`src/shared/mlsd_pkg.sv`:
```
// Package for the motor load and stall detector: register map, fields, bus carriers
package mlsd_pkg;

    // ====================================================================
    // Register map (byte addresses)
    localparam int ADDR_W = 8;
    localparam logic [ADDR_W-1:0] REG_CTRL = 8'h00;
    localparam logic [ADDR_W-1:0] REG_VALUE = 8'h04;
    localparam logic [ADDR_W-1:0] REG_IRQ_STATUS = 8'h08;
    localparam logic [ADDR_W-1:0] REG_IRQ_MASK = 8'h0c;

    // ====================================================================
    // Field layout
    localparam int OFFSET_W = 7;
    localparam int VALUE_W = 10;
    localparam int CTRL_OFFSET_LSB = 0;
    localparam int CTRL_FILTER_BIT = 8;
    localparam int VALUE_LSB = 0;
    localparam int VALUE_STALL_BIT = 16;
    localparam int IRQ_W = 2;
    localparam int IRQ_MEAS_BIT = 0;
    localparam int IRQ_STALL_BIT = 1;

    // ====================================================================
    // Reset values and measurement constants
    localparam logic [OFFSET_W-1:0] OFFSET_RST = 7'h00;
    localparam logic FILTER_RST = 1'b0;
    localparam logic [VALUE_W-1:0] VALUE_RST = 10'h3ff;
    localparam logic [VALUE_W-1:0] VALUE_MAX = 10'h3ff;
    localparam logic [IRQ_W-1:0] IRQ_MASK_RST = 2'h0;
    localparam int OFFSET_SCALE_LOG2 = 4;
    localparam int FILTER_STEPS_LOG2 = 2;

    // ====================================================================
    // Bus answers
    localparam logic [1:0] RESP_OKAY = 2'h0;
    localparam logic [1:0] RESP_SLVERR = 2'h2;

    typedef struct packed {
        logic awvalid;
        logic [ADDR_W-1:0] awaddr;
        logic wvalid;
        logic [31:0] wdata;
        logic [3:0] wstrb;
        logic bready;
        logic arvalid;
        logic [ADDR_W-1:0] araddr;
        logic rready;
    } mlsd_axi_req_t;

    typedef struct packed {
        logic awready;
        logic wready;
        logic bvalid;
        logic [1:0] bresp;
        logic arready;
        logic rvalid;
        logic [31:0] rdata;
        logic [1:0] rresp;
    } mlsd_axi_rsp_t;

endpackage

```
`src/hdl/mlsd_top.sv`:
```
// Motor load measurement and stall detector with AXI4-Lite register slave
//
// The address map and the AXI4-Lite slave port were chosen for this implementation.
`timescale 1ns/1ps
// Notes on behaviour
// - A 7-bit signed offset shifts the measurement range and the stall level.
// - Negative offsets raise sensitivity; positive ones up to +63 lower it.
// - Filter bit set: one value per four full steps; clear: no filtering.
// - The load value is a 10-bit unsigned number 0 to 1023 readable by software.
// - Lighter load gives a larger value; zero means the heaviest load.
// - A value of zero raises the stall output: a step has been lost.
// - Unfiltered, the value is refreshed once every full step.
// - The stall output is active high.

module mlsd_top
    import mlsd_pkg::*;
#(
    parameter int SAMPLE_W = VALUE_W
) (
    input wire logic clk,
    input wire logic resetn,
    input wire mlsd_axi_req_t axi_req,
    output mlsd_axi_rsp_t axi_rsp,
    input wire logic full_step,
    input wire logic [SAMPLE_W-1:0] load_sample,
    output logic stall_flag_output,
    output logic irq
);

    // ====================================================================
    // State
    typedef struct packed {
        mlsd_axi_rsp_t rsp;
        logic aw_ok;
        logic [ADDR_W-1:0] aw_addr;
        logic w_ok;
        logic [31:0] wdata;
        logic [3:0] wstrb;
        logic [OFFSET_W-1:0] load_threshold_offset;
        logic load_filter_enable;
        logic [VALUE_W-1:0] load_measure_value;
        logic stall;
        logic [VALUE_W+FILTER_STEPS_LOG2-1:0] acc;
        logic [FILTER_STEPS_LOG2-1:0] cnt;
        logic [IRQ_W-1:0] irq_status;
        logic [IRQ_W-1:0] irq_mask;
        logic irq;
    } mlsd_state_t;

    localparam mlsd_state_t STATE_RST = '{
        rsp: '0,
        aw_ok: 1'b0,
        aw_addr: '0,
        w_ok: 1'b0,
        wdata: '0,
        wstrb: '0,
        load_threshold_offset: OFFSET_RST,
        load_filter_enable: FILTER_RST,
        load_measure_value: VALUE_RST,
        stall: 1'b0,
        acc: '0,
        cnt: '0,
        irq_status: '0,
        irq_mask: IRQ_MASK_RST,
        irq: 1'b0
    };

    mlsd_state_t st_r;
    mlsd_state_t st_nxt;

    // ====================================================================
    // Helpers
    // Raw sample shifted by the scaled offset, clipped to the value range
    function automatic logic [VALUE_W-1:0] shape_sample(
        input logic [SAMPLE_W-1:0] raw,
        input logic [OFFSET_W-1:0] ofs
    );
        logic signed [VALUE_W+3:0] sum;
        sum = $signed({4'h0, raw[VALUE_W-1:0]})
            + ($signed({{4{ofs[OFFSET_W-1]}}, ofs, 3'h0}) <<< (OFFSET_SCALE_LOG2 - 3));
        if (sum < 0) begin
            return '0;
        end else if (sum > $signed({4'h0, VALUE_MAX})) begin
            return VALUE_MAX;
        end else begin
            return sum[VALUE_W-1:0];
        end
    endfunction

    function automatic logic [31:0] read_mux(
        input mlsd_state_t s,
        input logic [ADDR_W-1:0] a
    );
        logic [31:0] d;
        d = '0;
        unique case (a)
            REG_CTRL: begin
                d[CTRL_OFFSET_LSB +: OFFSET_W] = s.load_threshold_offset;
                d[CTRL_FILTER_BIT] = s.load_filter_enable;
            end
            REG_VALUE: begin
                d[VALUE_LSB +: VALUE_W] = s.load_measure_value;
                d[VALUE_STALL_BIT] = s.stall;
            end
            REG_IRQ_STATUS: begin
                d[IRQ_W-1:0] = s.irq_status;
            end
            REG_IRQ_MASK: begin
                d[IRQ_W-1:0] = s.irq_mask;
            end
            default: begin
                d = '0;
            end
        endcase
        return d;
    endfunction

    function automatic logic addr_known(input logic [ADDR_W-1:0] a);
        return (a == REG_CTRL) || (a == REG_VALUE)
            || (a == REG_IRQ_STATUS) || (a == REG_IRQ_MASK);
    endfunction

    // ====================================================================
    // Next state
    always_comb begin
        logic do_write;
        logic meas_new;
        logic [VALUE_W-1:0] shaped;
        logic [VALUE_W+FILTER_STEPS_LOG2-1:0] sum4;
        logic [VALUE_W-1:0] new_value;
        logic [IRQ_W-1:0] irq_set;
        logic [IRQ_W-1:0] irq_clr;

        st_nxt = st_r;
        do_write = 1'b0;
        meas_new = 1'b0;
        new_value = st_r.load_measure_value;
        irq_set = '0;
        irq_clr = '0;
        shaped = shape_sample(load_sample, st_r.load_threshold_offset);
        sum4 = st_r.acc + {{FILTER_STEPS_LOG2{1'b0}}, shaped};

        // Write channels are taken independently, in either order
        if (axi_req.awvalid && st_r.rsp.awready) begin
            st_nxt.aw_ok = 1'b1;
            st_nxt.aw_addr = axi_req.awaddr;
        end
        if (axi_req.wvalid && st_r.rsp.wready) begin
            st_nxt.w_ok = 1'b1;
            st_nxt.wdata = axi_req.wdata;
            st_nxt.wstrb = axi_req.wstrb;
        end
        if (st_r.rsp.bvalid && axi_req.bready) begin
            st_nxt.rsp.bvalid = 1'b0;
        end

        do_write = st_r.aw_ok && st_r.w_ok && !st_r.rsp.bvalid;
        if (do_write) begin
            st_nxt.aw_ok = 1'b0;
            st_nxt.w_ok = 1'b0;
            st_nxt.rsp.bvalid = 1'b1;
            st_nxt.rsp.bresp = addr_known(st_r.aw_addr) ? RESP_OKAY : RESP_SLVERR;
            unique case (st_r.aw_addr)
                REG_CTRL: begin
                    if (st_r.wstrb[0]) begin
                        st_nxt.load_threshold_offset =
                            st_r.wdata[CTRL_OFFSET_LSB +: OFFSET_W];
                    end
                    if (st_r.wstrb[1]) begin
                        st_nxt.load_filter_enable = st_r.wdata[CTRL_FILTER_BIT];
                    end
                end
                REG_IRQ_STATUS: begin
                    if (st_r.wstrb[0]) begin
                        irq_clr = st_r.wdata[IRQ_W-1:0];
                    end
                end
                REG_IRQ_MASK: begin
                    if (st_r.wstrb[0]) begin
                        st_nxt.irq_mask = st_r.wdata[IRQ_W-1:0];
                    end
                end
                default: begin
                    irq_clr = '0;
                end
            endcase
        end

        // Read: one outstanding, data latched at address acceptance
        if (st_r.rsp.rvalid && axi_req.rready) begin
            st_nxt.rsp.rvalid = 1'b0;
        end
        if (axi_req.arvalid && st_r.rsp.arready) begin
            st_nxt.rsp.rvalid = 1'b1;
            st_nxt.rsp.rdata = read_mux(st_r, axi_req.araddr);
            st_nxt.rsp.rresp = addr_known(axi_req.araddr) ? RESP_OKAY : RESP_SLVERR;
        end

        // Measurement per full step
        if (full_step) begin
            if (st_r.load_filter_enable) begin
                st_nxt.cnt = st_r.cnt + 1'b1;
                st_nxt.acc = sum4;
                if (&st_r.cnt) begin
                    meas_new = 1'b1;
                    new_value = sum4[VALUE_W+FILTER_STEPS_LOG2-1:FILTER_STEPS_LOG2];
                    st_nxt.acc = '0;
                end
            end else begin
                meas_new = 1'b1;
                new_value = shaped;
            end
        end
        // Leaving filtered mode drops a partial average so it never mixes modes
        if (!st_r.load_filter_enable) begin
            st_nxt.acc = '0;
            st_nxt.cnt = '0;
        end

        if (meas_new) begin
            st_nxt.load_measure_value = new_value;
            st_nxt.stall = (new_value == '0);
            irq_set[IRQ_MEAS_BIT] = 1'b1;
            irq_set[IRQ_STALL_BIT] = (new_value == '0);
        end

        // A fresh event outlives a clear in the same cycle
        st_nxt.irq_status = (st_r.irq_status & ~irq_clr) | irq_set;
        st_nxt.irq = |(st_nxt.irq_status & st_nxt.irq_mask);

        st_nxt.rsp.awready = !st_nxt.aw_ok;
        st_nxt.rsp.wready = !st_nxt.w_ok;
        st_nxt.rsp.arready = !st_nxt.rsp.rvalid;
    end

    // ====================================================================
    // Registers
    always_ff @(posedge clk) begin
        if (!resetn) begin
            st_r <= STATE_RST;
        end else begin
            st_r <= st_nxt;
        end
    end

    assign axi_rsp = st_r.rsp;
    assign stall_flag_output = st_r.stall;
    assign irq = st_r.irq;

endmodule // mlsd_top

```
`config.mk`:
```
export PLATFORM = sky130hd
export DESIGN_NAME = mlsd_top
export DESIGN_NICKNAME = d
export VERILOG_FILES = /design/src/shared/mlsd_pkg.sv /design/src/hdl/mlsd_top.sv
export SDC_FILE = /design/constraint.sdc
export NUM_CORES = 1
export LEC_CHECK = 0
export BUFFER_PORTS_ARGS = -buffer_cell sky130_fd_sc_hd__buf_4
export CORE_ASPECT_RATIO = 1.4
export CORE_MARGIN = 2
export CORE_UTILIZATION = 35
export CTS_BUF_LIST = sky130_fd_sc_hd__clkbuf_8
export DETAILED_ROUTE_END_ITERATION = 10
export GPL_ROUTABILITY_DRIVEN = 0
export PLACE_DENSITY = 0.65
export SYNTH_ARGS = -nofsm -noshare
export SYNTH_HDL_FRONTEND = slang
export SYNTH_SLANG_ARGS = --single-unit
```
`constraint.sdc`:
```
create_clock -name clk -period 4.5 [get_ports clk]
set_clock_uncertainty 0.1 [all_clocks]
set_input_delay 0.225 -clock clk [delete_from_list [all_inputs] [get_ports clk]]
set_output_delay 0.225 -clock clk [all_outputs]
set_load 0.05 [all_outputs]
```
==> flow_metrics.env <==
export IMPL_status="complete, no violations"
export IMPL_netSwitchingPower_mw=0.415
export IMPL_post_synth_cell_area_avg_um2=8.25
export IMPL_maxSlewViolCount=0
export IMPL_synth_area_leaders="dfxtp_1 33%, buf_4 6.7%, nand2_1 6.2%"
export IMPL_grt_usage=0.164
export IMPL_clkSinkCount=76
export IMPL_worstSkewPairLatency_ns=0.35
export IMPL_grt_pass1_vias=3954
export IMPL_synth_warnings=0
export IMPL_first_iter_violations=216
export IMPL_critPathKind="flip-flop to flip-flop"
export IMPL_ys_seq_area_frac=0.331
export IMPL_reg2reg_to="stall_flag_output"
export IMPL_cts_tree="done"
export IMPL_clkTransAtPathRegs_ns=0.08
export IMPL_syn2layout_area_growth_pct=15.3
export IMPL_fmax_ghz=0.237
export IMPL_grt_ovfl_total=0
export IMPL_critPathRequiredTime_ns=4.69
export IMPL_dp_cells=745
export IMPL_relSlewSlack=0.510
export IMPL_dp_hpwl_um=8850
export IMPL_tns_ns=0
export IMPL_clock_root_buffer="clkbuf_8"
export IMPL_drc_errors=0
export IMPL_postSynth_asyncResetShare=0
export IMPL_die_area_mm2=0.0141
export IMPL_dr_pass1_iters=4
export IMPL_hold_depth=3
export IMPL_cts_max_path_buffers=2
export IMPL_wirelength_um=11300
export IMPL_pin_count=113
export IMPL_cp_end_kind="flip-flop"
export IMPL_grt_max_degree=63
export IMPL_p_per_area_mw_per_mm2=264
export IMPL_fin_crit_ns=4.23
export IMPL_p_sw_frac=0.297
export IMPL_min_to="st_r[44]"
export IMPL_postLayoutCoreUtil=0.414
export IMPL_yosysUniqueCellTypes=67
export IMPL_antenna_found_initial=0
export IMPL_internal_power_mw=0.983
export IMPL_r2r_slack_ns=0.27
export IMPL_leakage_nw=2.19
export IMPL_final_cell_mix="78 x buf_4, 76 x nand2_1, 75 x dfxtp_1"
export IMPL_fp_dieW_um=101
export IMPL_crit_fanout=5
export IMPL_setup_viol=0
export IMPL_vias=4024
export IMPL_cts_made_buffers=9
export IMPL_yosys_area_top_type="dfxtp_1"
export IMPL_antenna_cells=0
export IMPL_worstHoldStart="axi_req[17]"
export IMPL_drive_above_1_share=0.204
export IMPL_rsz0062_at_grt="false"
export IMPL_synth_top_area_frac=0.331
export IMPL_postSynthCellCount=557
export IMPL_hp_class="input port to flip-flop"
export IMPL_worstPathArrival_ns=4.41
export IMPL_vias_per_cell=5.29
export IMPL_worst_slew_pin_slew_ns=0.728
export IMPL_ant_nets=0
export IMPL_grt_pass1_wl_um=18600
export IMPL_portBuffers=63
export IMPL_clockPowerShare=0.339
export IMPL_seqPwrFrac=0.506
export IMPL_htree_levels=3
export IMPL_combPwrFrac=0.155
export IMPL_ys_seq_elements=76
export IMPL_crit_start="st_r[31]"
export IMPL_layout_commonest_cell="buf_4"
export IMPL_wire_per_inst_um=14.9
export IMPL_fin_nets=692
export IMPL_cap_violations=0
export IMPL_rr_startpoint="st_r[31]"
export IMPL_peakVddDrop_v=0.000259
export IMPL_synth_edff_count=0
export IMPL_r2r_cells=19
export IMPL_die_y_um=140
export IMPL_yosys_most_used_dff="dfxtp_1"
export IMPL_start_kind="flip-flop"
export IMPL_core_rowCount=49
export IMPL_syn_area_mm2=0.00459
export IMPL_core_area_mm2=0.0128
export IMPL_hold_viol=0
export IMPL_min_period_over_period=0.939
export IMPL_final_cell_count_no_fill=761
export IMPL_start_util=0.359
-- worst max-delay path: stages, from the launching register on --
cell       delay [ns]
dfxtp_2          0.35
ha_2             0.19
inv_1            0.05
fa_2             0.34
nand2b_4         0.16
a21o_4           0.23
a211o_1          0.29
nor2_2           0.11
nor2_1           0.06
ha_2             0.20
fa_2             0.39
a211oi_4         0.32
buf_4            0.18
o2111ai_1        0.13
o311ai_1         0.15
nand3_1          0.14
nor4_2           0.34
buf_4            0.17
nand4_1          0.10
a21boi_1         0.15
-- what timing repair did --
item / CTS / global route
hold buffers: 0 / 0
resized for setup: 0 / 17
setup buffers: 0 / 0
endpoints found under the setup margin: 0 / 4
-- logic make-up (layout without fill, tap and decap cells) --
logic type / after synthesis / in the layout / synth area share
other: 1 / 23 / 0.000816
AO/OA/AOI/OAI: 134 / 134 / 0.218
XOR/XNOR: 11 / 11 / 0.0210
flip-flops: 76 / 76 / 0.331
AND/OR/NAND/NOR: 217 / 217 / 0.227
adder cells (fa/ha/maj): 19 / 19 / 0.0550
buffers and inverters: 80 / 109 / 0.0997
multiplexers: 19 / 19 / 0.0471
-- per-stage QoR --
| stage | power, mW | setup slack [ns] | instance area, um^2 | hold slack, ns |
|---|---|---|---|---|
| final | 1.40 | 0.274 | 5300 | 0.0318 |
| after global routing | 1.47 | 0.0385 | 5300 | 0.0242 |
| after CTS | 1.41 | 0.0198 | 5230 | 0.0202 |
| after detailed placement | 0.937 | 0.0598 | 5050 | 0.356 |
| after global placement | 0.934 | 0.138 | 5050 | 0.352 |
| after floorplan | 0.891 | 0.400 | 4680 | 0.246 |
-- power groups by stage --
stage                     registers [mW]  clock network (mW)  logic (mW)
final                              0.708               0.474       0.216
after CTS                          0.708               0.488       0.214
after global placement             0.722                   0       0.212
after global routing               0.711               0.522       0.235
after detailed placement           0.724                   0       0.214
after floorplan                    0.717                   0       0.174
-- how the worst max path moves through the flow --
stage	endpoint	slack, ns	cells after the start
global route	irq	0.04	19
floorplan	irq	0.40	17
finish	stall_flag_output	0.27	19
CTS	irq	0.02	19
detailed placement	irq	0.06	19
global placement	irq	0.14	18
-- registers in the layout, indices dropped and copies added (netlist names) --
name,cells
irq,1
st_r,56
stall_flag_output,1
axi_rsp,18
-- layer usage --
layer,global-route usage,vias to the layer above,share of wire
met5,0,-,0
met4,0.0692,0,0.027
met3,0.0326,19,0.046
met2,0.312,127,0.55
met1,0.169,1869,0.37
li1,-,2009,-
-- synthesized netlist by cell type (all sizes together) (3+ instances only) --
master / count
or4: 4
ha: 17
o21ai: 25
nand3b: 4
nand2b: 9
a311oi: 3
mux2i: 16
a21boi: 24
a211oi: 10
o21a: 4
nand2: 76
o22ai: 5
a22oi: 11
buf: 45
nor3b: 3
xor2: 6
nand3: 23
nor2b: 19
a2111oi: 5
nor3: 10
and3: 3
a21oi: 19
o211ai: 7
xnor2: 5
nor4: 3
nor2: 43
inv: 15
and2: 10
a21o: 3
clkbuf: 20
nand4: 5
dfxtp: 76
-- area by class of cell --
cell class | instances | area, um^2
repair buffers | 78 | 586
clock buffers | 10 | 138
flip-flops and latches | 76 | 1520
fillers | 1287 | 7510
well taps | 153 | 191
multi-input cells | 423 | 2770
clock inverters | 6 | 40.0
inverters | 15 | 56.3
No activity file was read; power rests on OpenSTA's default activity.
